$ cat config.mk
export PLATFORM = sky130hd
export DESIGN_NAME = grl_core
export DESIGN_NICKNAME = d
export VERILOG_FILES = /design/src/design/grl_pkg.sv /design/src/design/grl_core.sv /design/src/design/grl_addr_match.sv /design/src/design/grl_ifc_filter.sv
export SDC_FILE = /design/constraint.sdc
export NUM_CORES = 1
export LEC_CHECK = 0
export BUFFER_PORTS_ARGS = -buffer_cell sky130_fd_sc_hd__buf_4
export CORE_MARGIN = 2
export CORE_UTILIZATION = 35
export CTS_BUF_LIST = sky130_fd_sc_hd__clkbuf_4
export DETAILED_ROUTE_END_ITERATION = 7
export GPL_TIMING_DRIVEN = 0
export HOLD_SLACK_MARGIN = 0.15
export PLACE_DENSITY = 0.55
export SLEW_MARGIN = 30
export SYNTH_ARGS = -nofsm -noshare
export SYNTH_HDL_FRONTEND = slang
export SYNTH_SLANG_ARGS = --single-unit
$ cat constraint.sdc
create_clock -name i_clock -period 1.38 [get_ports i_clock]
set_input_delay 0 -clock i_clock [delete_from_list [all_inputs] [get_ports i_clock]]
set_output_delay 0 -clock i_clock [all_outputs]
set_load 0.01 [all_outputs]
$ cat src/design/grl_pkg.sv
// Package for the bus remote/local state logic: command codes, addresses, timing.
// Assumes a decoded interface-message stream from a bus front end.
package grl_pkg;

    // ----------------------------------------------------------------
    // Bus command codes as delivered by the front end decoder
    // ----------------------------------------------------------------
    localparam logic [3:0] CMD_NONE = 4'h0;
    localparam logic [3:0] CMD_LLO  = 4'h1;
    localparam logic [3:0] CMD_GTL  = 4'h2;
    localparam logic [3:0] CMD_DCL  = 4'h3;
    localparam logic [3:0] CMD_SDC  = 4'h4;
    localparam logic [3:0] CMD_GET  = 4'h5;
    localparam logic [3:0] CMD_MTA  = 4'h6;
    localparam logic [3:0] CMD_MLA  = 4'h7;
    localparam logic [3:0] CMD_UNT  = 4'h8;
    localparam logic [3:0] CMD_UNL  = 4'h9;
    localparam logic [3:0] CMD_SPE  = 4'hA;
    localparam logic [3:0] CMD_SPD  = 4'hB;

    // ----------------------------------------------------------------
    // Addresses, trigger sources and register map
    // ----------------------------------------------------------------
    localparam logic [4:0] ADDR_MAX     = 5'h1E;
    localparam logic [4:0] ADDR_DEFAULT = 5'h10;
    localparam logic [1:0] TRIG_IMM     = 2'h0;
    localparam logic [1:0] TRIG_BUS     = 2'h1;
    localparam logic [1:0] TRIG_MAN     = 2'h2;
    localparam logic [3:0] REG_CTRL     = 4'h0;
    localparam logic [3:0] REG_ENABLE   = 4'h1;
    localparam logic [3:0] REG_COND     = 4'h2;
    localparam logic [3:0] REG_STATE    = 4'h3;
    localparam int CTRL_ADDR_LSB = 0;
    localparam int CTRL_TSRC_LSB = 5;
    localparam logic [7:0] ENABLE_RESET = 8'h00;

    // ----------------------------------------------------------------
    // Timing
    // ----------------------------------------------------------------
    localparam int CLK_MHZ     = 50;
    localparam int IFC_MIN_US  = 100;
    localparam int IFC_MIN_CYC = IFC_MIN_US * CLK_MHZ;

    typedef enum logic [1:0] {
        GRL_LOCAL  = 2'b00,
        GRL_REMOTE = 2'b01,
        GRL_LWLS   = 2'b10,
        GRL_RWLS   = 2'b11
    } grl_rl_t;

    typedef struct packed {
        logic       valid;
        logic [3:0] code;
        logic [4:0] addr;
    } grl_cmd_t;

    typedef struct packed {
        logic remote_state_indicator;
        logic talk;
        logic listener_active_indicator;
        logic srq;
    } grl_ind_t;

endpackage

$ cat src/design/grl_core.sv
// Bus remote/local, talker/listener, lockout, clear, trigger and poll logic.
// Assumes a front end that decodes interface messages into one-cycle commands.
//
// The strobed register port and the placing of the registers are this design's own decisions.
`timescale 1ns/1ns
module grl_core
    import grl_pkg::*;
(
    input  wire logic       i_clock,
    input  wire logic       i_rst_n,
    input  wire logic       i_ren,
    input  wire logic       i_ifc,
    input  wire grl_cmd_t   i_cmd,
    input  wire logic       i_acq_req,
    input  wire logic       i_key_local,
    input  wire logic       i_key_trig,
    input  wire logic       i_key_out_off,
    input  wire logic [7:0] i_keys,
    input  wire logic       i_msg_shown,
    input  wire logic [7:0] i_cond,
    input  wire logic [3:0] i_addr,
    input  wire logic [7:0] i_wdata,
    input  wire logic       i_wr,
    input  wire logic       i_rd,
    output logic [7:0]      o_rdata,
    output grl_ind_t        o_ind,
    output logic            o_lockout,
    output logic            o_acq_accept,
    output logic            o_acq_reject,
    output logic            o_dev_clear,
    output logic            o_trigger,
    output logic            o_trig_key,
    output logic            o_out_off,
    output logic [7:0]      o_keys,
    output logic            o_display_normal,
    output logic [7:0]      o_status_byte,
    output logic            o_status_valid
);
    // ----------------------------------------------------------------
    // State
    // ----------------------------------------------------------------
    typedef struct packed {
        grl_rl_t    rl;
        logic       talk;
        logic       listen;
        logic       spoll;
        logic       srq;
        logic [7:0] cond_seen;
        logic [4:0] my_addr;
        logic [1:0] tsrc;
        logic [7:0] enable;
        logic [7:0] rdata;
        logic       acq_accept;
        logic       acq_reject;
        logic       dev_clear;
        logic       trigger;
        logic       trig_key;
        logic       out_off;
        logic [7:0] keys;
        logic       display_normal;
        logic [7:0] status_byte;
        logic       status_valid;
        logic       remote_ind;
        logic       lock_ind;
        grl_cmd_t   cmd_d;
    } grl_st_t;
    grl_st_t st_r;
    grl_st_t st_nxt;

    logic mine;
    logic ifc_clear;
    logic is_remote;
    logic is_lock;
    logic [7:0] hit;

    // The address match is registered, so the command is delayed to line up.
    grl_cmd_t cmd_d_r;

    grl_addr_match u_match (
        .i_clock   (i_clock),
        .i_rst_n   (i_rst_n),
        .i_cmd     (i_cmd),
        .i_my_addr (st_r.my_addr),
        .o_mine    (mine)
    );

    grl_ifc_filter u_ifc (
        .i_clock (i_clock),
        .i_rst_n (i_rst_n),
        .i_ifc   (i_ifc),
        .o_clear (ifc_clear)
    );

    assign cmd_d_r = st_r.cmd_d;

    assign is_remote = (st_r.rl == GRL_REMOTE) || (st_r.rl == GRL_RWLS);
    assign is_lock   = (st_r.rl == GRL_LWLS) || (st_r.rl == GRL_RWLS);
    assign hit       = i_cond & st_r.enable;

    // ----------------------------------------------------------------
    // Next state
    // ----------------------------------------------------------------
    always_comb begin
        st_nxt            = st_r;
        st_nxt.dev_clear  = 1'b0;
        st_nxt.trigger    = 1'b0;
        st_nxt.acq_accept = 1'b0;
        st_nxt.acq_reject = 1'b0;
        st_nxt.rdata      = 8'h00;
        st_nxt.cmd_d      = i_cmd;

        if (cmd_d_r.valid) begin
            case (cmd_d_r.code)
                CMD_MLA: begin
                    if (mine) begin
                        st_nxt.listen = 1'b1;
                        st_nxt.talk = 1'b0;
                        if (i_ren && !is_remote) begin
                            st_nxt.rl = is_lock ? GRL_RWLS : GRL_REMOTE;
                        end
                    end
                end
                CMD_MTA: begin
                    if (mine) begin
                        st_nxt.talk = 1'b1;
                        st_nxt.listen = 1'b0;
                    end
                end
                CMD_UNT: st_nxt.talk = 1'b0;
                CMD_UNL: st_nxt.listen = 1'b0;
                CMD_LLO: st_nxt.rl = is_remote ? GRL_RWLS : GRL_LWLS;
                CMD_GTL: begin
                    if (st_r.listen) begin
                        st_nxt.rl = GRL_LOCAL;
                    end
                end
                CMD_DCL: st_nxt.dev_clear = 1'b1;
                CMD_SDC: st_nxt.dev_clear = st_r.listen;
                CMD_GET: begin
                    st_nxt.trigger = st_r.listen && (st_r.tsrc == TRIG_BUS);
                end
                CMD_SPE: st_nxt.spoll = 1'b1;
                CMD_SPD: st_nxt.spoll = 1'b0;
                default: st_nxt.spoll = st_r.spoll;
            endcase
        end

        // Local key works only in plain remote, never under lockout.
        if (i_key_local && (st_r.rl == GRL_REMOTE)) begin
            st_nxt.rl             = GRL_LOCAL;
            st_nxt.display_normal = 1'b1;
        end else if (!i_msg_shown) begin
            st_nxt.display_normal = 1'b0;
        end

        // Remote enable false returns everything to local, lockout included.
        if (!i_ren) begin
            st_nxt.rl = GRL_LOCAL;
        end

        // Clear touches only interface state; settings and data are elsewhere.
        if (ifc_clear) begin
            st_nxt.rl    = is_lock ? GRL_LWLS : GRL_LOCAL;
            st_nxt.talk  = 1'b0;
            st_nxt.listen = 1'b0;
            st_nxt.spoll = 1'b0;
        end

        if (i_acq_req) begin
            st_nxt.acq_accept = is_remote;
            st_nxt.acq_reject = !is_remote;
        end

        // Service request: a new enabled condition wins over the poll clear.
        if (st_r.spoll && st_r.talk && st_r.srq) begin
            st_nxt.srq = 1'b0;
        end
        if (hit == 8'h00) begin
            st_nxt.srq = 1'b0;
        end
        if ((hit & ~st_r.cond_seen) != 8'h00) begin
            st_nxt.srq = 1'b1;
        end
        st_nxt.cond_seen = hit;

        st_nxt.status_byte  = {st_r.srq, st_r.cond_seen[6:0]};
        st_nxt.status_valid = st_r.spoll && st_r.talk;

        // Front panel gating.
        // Lockout silences every key but output off, even while in local.
        st_nxt.keys     = (is_remote || is_lock) ? 8'h00 : i_keys;
        st_nxt.trig_key = i_key_trig && !is_lock
                          && (!is_remote || st_r.tsrc == TRIG_MAN);
        st_nxt.out_off  = i_key_out_off;

        if (i_wr) begin
            case (i_addr)
                REG_CTRL: begin
                    if (i_wdata[4:0] <= ADDR_MAX) begin
                        st_nxt.my_addr = i_wdata[4:0];
                    end
                    st_nxt.tsrc = i_wdata[CTRL_TSRC_LSB +: 2];
                end
                REG_ENABLE: st_nxt.enable = i_wdata;
                default:    st_nxt.enable = st_nxt.enable;
            endcase
        end
        if (i_rd) begin
            case (i_addr)
                REG_CTRL:   st_nxt.rdata = {1'b0, st_r.tsrc, st_r.my_addr};
                REG_ENABLE: st_nxt.rdata = st_r.enable;
                REG_COND:   st_nxt.rdata = st_r.cond_seen;
                REG_STATE:  st_nxt.rdata = {2'b00, st_r.spoll, st_r.srq,
                                            st_r.listen, st_r.talk, st_r.rl};
                default:    st_nxt.rdata = 8'h00;
            endcase
        end

        // Indicators are registered copies of the next state, so they move with it.
        st_nxt.remote_ind = (st_nxt.rl == GRL_REMOTE) || (st_nxt.rl == GRL_RWLS);
        st_nxt.lock_ind   = (st_nxt.rl == GRL_LWLS) || (st_nxt.rl == GRL_RWLS);
    end

    always_ff @(posedge i_clock or negedge i_rst_n) begin
        if (!i_rst_n) begin
            st_r         <= '0;
            st_r.my_addr <= ADDR_DEFAULT;
            st_r.tsrc    <= TRIG_IMM;
            st_r.enable  <= ENABLE_RESET;
        end else begin
            st_r <= st_nxt;
        end
    end

    // ----------------------------------------------------------------
    // Outputs
    // ----------------------------------------------------------------
    assign o_rdata          = st_r.rdata;
    assign o_ind.remote_state_indicator    = st_r.remote_ind;
    assign o_ind.talk                      = st_r.talk;
    assign o_ind.listener_active_indicator = st_r.listen;
    assign o_ind.srq                       = st_r.srq;
    assign o_lockout                       = st_r.lock_ind;
    assign o_acq_accept     = st_r.acq_accept;
    assign o_acq_reject     = st_r.acq_reject;
    assign o_dev_clear      = st_r.dev_clear;
    assign o_trigger        = st_r.trigger;
    assign o_trig_key       = st_r.trig_key;
    assign o_out_off        = st_r.out_off;
    assign o_keys           = st_r.keys;
    assign o_display_normal = st_r.display_normal;
    assign o_status_byte    = st_r.status_byte;
    assign o_status_valid   = st_r.status_valid;

    // ----------------------------------------------------------------
    // Checks
    // ----------------------------------------------------------------
    property p_ifc_idle;
        @(posedge i_clock) disable iff (!i_rst_n)
        ifc_clear |=> (!o_ind.talk && !o_ind.listener_active_indicator
                       && !o_ind.remote_state_indicator);
    endproperty
    a_ifc_idle: assert property (p_ifc_idle) else $error("clear left bus active");

    property p_ren_alone;
        @(posedge i_clock) disable iff (!i_rst_n)
        (!is_remote && !(cmd_d_r.valid && cmd_d_r.code == CMD_MLA)) |=> !is_remote;
    endproperty
    a_ren_alone: assert property (p_ren_alone) else $error("remote without listen");

    property p_acq;
        @(posedge i_clock) disable iff (!i_rst_n)
        i_acq_req |=> (o_acq_accept == $past(is_remote)) && (o_acq_reject != o_acq_accept);
    endproperty
    a_acq: assert property (p_acq) else $error("acquisition gate wrong");

    property p_keys;
        @(posedge i_clock) disable iff (!i_rst_n)
        is_remote |=> (o_keys == 8'h00);
    endproperty
    a_keys: assert property (p_keys) else $error("keys live in remote");

    property p_out_off;
        @(posedge i_clock) disable iff (!i_rst_n)
        i_key_out_off |=> o_out_off;
    endproperty
    a_out_off: assert property (p_out_off) else $error("output off blocked");

    property p_lock_local;
        @(posedge i_clock) disable iff (!i_rst_n)
        (is_lock && i_ren && !ifc_clear && !(cmd_d_r.valid && cmd_d_r.code == CMD_GTL))
            |=> is_lock;
    endproperty
    a_lock_local: assert property (p_lock_local) else $error("lockout lost");

    property p_dcl;
        @(posedge i_clock) disable iff (!i_rst_n)
        (cmd_d_r.valid && cmd_d_r.code == CMD_DCL) |=> o_dev_clear;
    endproperty
    a_dcl: assert property (p_dcl) else $error("device clear missed");

    property p_get;
        @(posedge i_clock) disable iff (!i_rst_n)
        o_trigger |-> $past(st_r.tsrc) == TRIG_BUS;
    endproperty
    a_get: assert property (p_get) else $error("trigger from wrong source");

    property p_srq_new;
        @(posedge i_clock) disable iff (!i_rst_n)
        ((hit & ~st_r.cond_seen) != 8'h00) |=> o_ind.srq;
    endproperty
    a_srq_new: assert property (p_srq_new) else $error("request not raised");

    property p_lock_keys;
        @(posedge i_clock) disable iff (!i_rst_n)
        is_lock |=> (o_keys == 8'h00) && !o_trig_key;
    endproperty
    a_lock_keys: assert property (p_lock_keys) else $error("keys live under lockout");

    property p_local_key;
        @(posedge i_clock) disable iff (!i_rst_n)
        (i_key_local && (st_r.rl == GRL_REMOTE)) |=> !o_ind.remote_state_indicator;
    endproperty
    a_local_key: assert property (p_local_key) else $error("local key ignored");

    property p_one_role;
        @(posedge i_clock) disable iff (!i_rst_n)
        !(o_ind.talk && o_ind.listener_active_indicator);
    endproperty
    a_one_role: assert property (p_one_role) else $error("talker and listener at once");
endmodule

$ cat src/design/grl_addr_match.sv
// Address comparator for talk and listen addresses.
// Assumes the command stream is synchronous to i_clock.
`timescale 1ns/1ns
module grl_addr_match
    import grl_pkg::*;
(
    input  wire logic       i_clock,
    input  wire logic       i_rst_n,
    input  wire grl_cmd_t   i_cmd,
    input  wire logic [4:0] i_my_addr,
    output logic            o_mine
);
    // ----------------------------------------------------------------
    // Registered match
    // ----------------------------------------------------------------
    typedef struct packed {
        logic mine;
    } grl_am_st_t;
    grl_am_st_t st_r;
    grl_am_st_t st_nxt;

    always_comb begin
        st_nxt      = st_r;
        st_nxt.mine = i_cmd.valid && (i_cmd.addr == i_my_addr);
    end

    always_ff @(posedge i_clock or negedge i_rst_n) begin
        if (!i_rst_n) begin
            st_r <= '0;
        end else begin
            st_r <= st_nxt;
        end
    end

    assign o_mine = st_r.mine;
endmodule

$ cat src/design/grl_ifc_filter.sv
// Interface-clear qualifier: the line must stand for the minimum time.
// Assumes the bus line is already synchronous to i_clock.
`timescale 1ns/1ns
module grl_ifc_filter
    import grl_pkg::*;
(
    input  wire logic i_clock,
    input  wire logic i_rst_n,
    input  wire logic i_ifc,
    output logic      o_clear
);
    // ----------------------------------------------------------------
    // Hold counter
    // ----------------------------------------------------------------
    typedef struct packed {
        logic [12:0] cnt;
        logic        clear;
    } grl_if_st_t;
    grl_if_st_t st_r;
    grl_if_st_t st_nxt;

    always_comb begin
        st_nxt       = st_r;
        st_nxt.clear = 1'b0;
        if (!i_ifc) begin
            st_nxt.cnt = '0;
        end else if (st_r.cnt != 13'(IFC_MIN_CYC - 1)) begin
            st_nxt.cnt = st_r.cnt + 13'h0001;
            // One pulse once the line has stood long enough.
            st_nxt.clear = (st_r.cnt == 13'(IFC_MIN_CYC - 2));
        end
    end

    always_ff @(posedge i_clock or negedge i_rst_n) begin
        if (!i_rst_n) begin
            st_r <= '0;
        end else begin
            st_r <= st_nxt;
        end
    end

    assign o_clear = st_r.clear;
endmodule

==> metrics <==
startpoint kind of the worst setup timing path=flip-flop; core box area=just under 10000 um2; Peak VDD IR=approximately 0.45 mV; Die Width=105.2 um; total via count after detailed routing=2780; Final Wtd Congestion=0.8693; post-detailed-routing wire length=approximately 8.6 mm; Setup-failing EPs final=1; worst-path maximum fanout=4; Required @ worst endpoint=between 1.5 and 2 ns; Synth Instances=297; total congestion overflow=0; synthesized flop and latch total=82; Reg-to-Reg Start=u_ifc.st_r[7]; share of final-layout standard cells stronger than drive strength 1=about two fifths; CTS tree=done; pin count of the biggest net entering global routing=83; Worst R2R Path Depth=5; endpoint with the worst hold slack=st_r[57]; vias per cell=roughly 4.6; actual slew at the worst max-slew pin=approximately 0.74 ns; total routing usage reported by global routing=15.73%; part of the cycle the worst path needs=100.2%; clock buffers created by TritonCTS=9; area occupied by multi-input gates=between 1000 and 1500 um2; CP arrival=1.67 ns; Max Clock Freq=a little over 0.7 GHz; startpoint-to-endpoint class of the critical path=reg -> reg; clock root buffer master=sky130_fd_sc_hd__clkbuf_4; synth unique cells=40; run status=finished, violations left; setup repair after global routing missed its margin=yes; leakage power of the design=between 2 and 3 nW; Final Critical Period=between 1 and 1.5 ns; Ant. Diodes=0; clock skew after layout=0.01757 ns; ranking of synthesized cells by area=sky130_fd_sc_hd__dfrtp_1, sky130_fd_sc_hd__buf_4, sky130_fd_sc_hd__mux4_1; router iterations before antenna repair=4; number of rows in the core area=36; post-synthesis sequential area ratio=a little under three fifths; mean instance size in the synthesized netlist=around 12 um2; worst min-delay path startpoint=i_addr[0]; max_slew headroom=about half; violated checks=negative setup slack; Post-Syn Nets=348; number of port buffers=between 80 and 90; total power draw=approximately 5.5 mW; routed len/inst=between 10 and 15 um; Post-Syn Area=3586 um2; element type at the critical path end=flip-flop; final hold vios=0; Clk Latency, worst-skew pair=between 0.4 and 0.5 ns; deepest clock path buffer count=2; Maximum Capacitance Violations=0; Max Slew Vio Count=0; worst r2r dst=u_ifc.st_r[1]; remaining antenna violation count=0; Yosys warnings=0; hpwl dp=5.502 mm; H-tree depth reported by CTS=3; cell area power density=1013 nW/um2; Initial DRC Count=between 100 and 150; Min-Delay Path Depth=3; clock net sink count=82; area share of the largest cell type after synthesis=between 50% and 60%; DIE AREA=around 11000 um2; register area=between 2000 and 2500 um2; Worst Slack Setup Final=-0.002244 ns; Final Core Density=between 50% and 60%; most common cell after layout, fill and taps aside=sky130_fd_sc_hd__buf_4; Hold WC Path Type=in -> reg; setup slack on the worst flop-to-flop path=-0.002 ns; I/O pin total=between 80 and 90; relative area change from synthesis to final layout=51.47%; initial antenna violation count=0; global-route wire length before repair=approximately 14 mm; initial core utilization=between 30% and 40%; fin nets=between 500 and 600; post-synth top area cell=sky130_fd_sc_hd__dfrtp_1; remaining routing DRC violations=0; Die H=roughly 110 um; via count of the first global-routing pass=between 2000 and 3000; clock-pin slew on the worst setup and hold paths=0.12 ns; top library cells by usage in the layout, fill and taps aside=sky130_fd_sc_hd__buf_4, sky130_fd_sc_hd__dfrtp_1, sky130_fd_sc_hd__dlygate4sd3_1; filler cell count=slightly below 900
==> cells by family (layout without fill, tap and decap cells) <==
family | Yosys count | count (layout) | share of synthesized area, %
AOI/OAI and AO/OA | 29 | 29 | 5.339
xor gates and xnor gates | 13 | 13 | 3.175
adders and majority gates | 2 | 2 | 0.6977
buffers and inverters | 49 | 225 | 8.304
DFF | 82 | 82 | 57.26
muxes | 22 | 22 | 9.351
and+or+nand+nor | 100 | 100 | 15.88
==> synth_stat cells (all sizes together) <==
master  instances
nand4b          3
a211oi          1
nand3b          3
buf            30
o22a            2
clkbuf          1
and3           10
dfrtp          81
inv            18
mux4            6
a21oi           6
or3             3
o211ai          1
nor3            2
nand2b          1
nor3b           2
o21ai           8
xor2            6
nand3           7
nor4            9
a31oi           6
xnor2           7
nor4bb          2
o22ai           4
and2           10
nand2          21
nand4           6
dfstp           1
mux2           14
nor2           17
ha              2
nor2b           3
mux2i           2
nor4b           1
o221ai          1
==> layout make-up <==
class / instances / share of cell area [%]
well taps: 133 / 3.064
repair buffers: 160 / 25.04
clock buffers: 11 / 1.520
multi-input cells: 166 / 25.41
inverters: 18 / 1.244
plain buffers: 31 / 4.239
clock inverters: 5 / 1.451
flip-flops and latches: 82 / 38.03
==> worst max-delay path, cell delays in order (launching register included) <==
cell	delay [ns]
sky130_fd_sc_hd__dfrtp_2	0.46
sky130_fd_sc_hd__nor4_4	0.32
sky130_fd_sc_hd__nand4b_1	0.16
sky130_fd_sc_hd__buf_6	0.16
sky130_fd_sc_hd__xnor2_2	0.11
sky130_fd_sc_hd__nor2_1	0.05
==> power by group <==
part	total [mW]	internal [mW]	leakage [nW]	switching, mW
sequential	2.83	2.64	1.04	0.188
combinational	1.11	0.703	1.51	0.408
clock	1.56	0.771	0.0807	0.790
total	5.50	4.12	2.63	1.39
==> registers in the layout (all words and copies together), names as in the netlist, 3 cells and up <==
name,cells
st_r,19
u_ifc.st_r,13
o_status_byte,8
cmd_d_r,5
o_keys,8
st_nxt,7
o_rdata,8
o_ind,3
==> per-stage QoR <==
stage               cell area (um2)  instances   TNS [ns]  setup slack [ns]  hold WS [ns]
global placement               4383        514    -0.6297           -0.1105        0.1100
finish                         5431        606  -0.002244         -0.002244       0.03209
detailed placement             4387        514    -0.5788          -0.08840        0.1012
global route                   5431        606    -0.4858          -0.08121    -0.0004934
CTS                            5186        589   -0.04754          -0.03680     -0.002014
floorplan                      3586        297          0           0.08334       -0.2956
==> how the worst max path moves through the flow <==
stage / start / end / slack, ns
after floorplan: u_ifc.st_r[4] / u_ifc.st_r[1] / 0.08
after global placement: u_ifc.st_r[4] / u_ifc.st_r[1] / -0.11
after detailed placement: u_ifc.st_r[4] / u_ifc.st_r[13] / -0.09
after CTS: u_ifc.st_r[12] / u_ifc.st_r[1] / -0.04
after global routing: u_ifc.st_r[7] / u_ifc.o_clear / -0.08
final: u_ifc.st_r[7] / u_ifc.st_r[1] / -0.002
==> repair_timing <==
item,4_1_cts,5_1_grt
endpoints found under the setup margin,11,22
pin swaps,6,11
hold buffers,55,1
setup buffers,4,16
resized for setup,12,27
endpoints found under the hold margin,143,9
==> routing by layer <==
metal	track usage, %	routed length, um	vias to the layer above
li1	-	-	1360
met1	20.16	3827	1331
met2	26.45	4223	74
met3	2.659	352	15
met4	6.381	168	0
met5	0	0	-
Note: power is estimated with default switching activity, not from simulation.
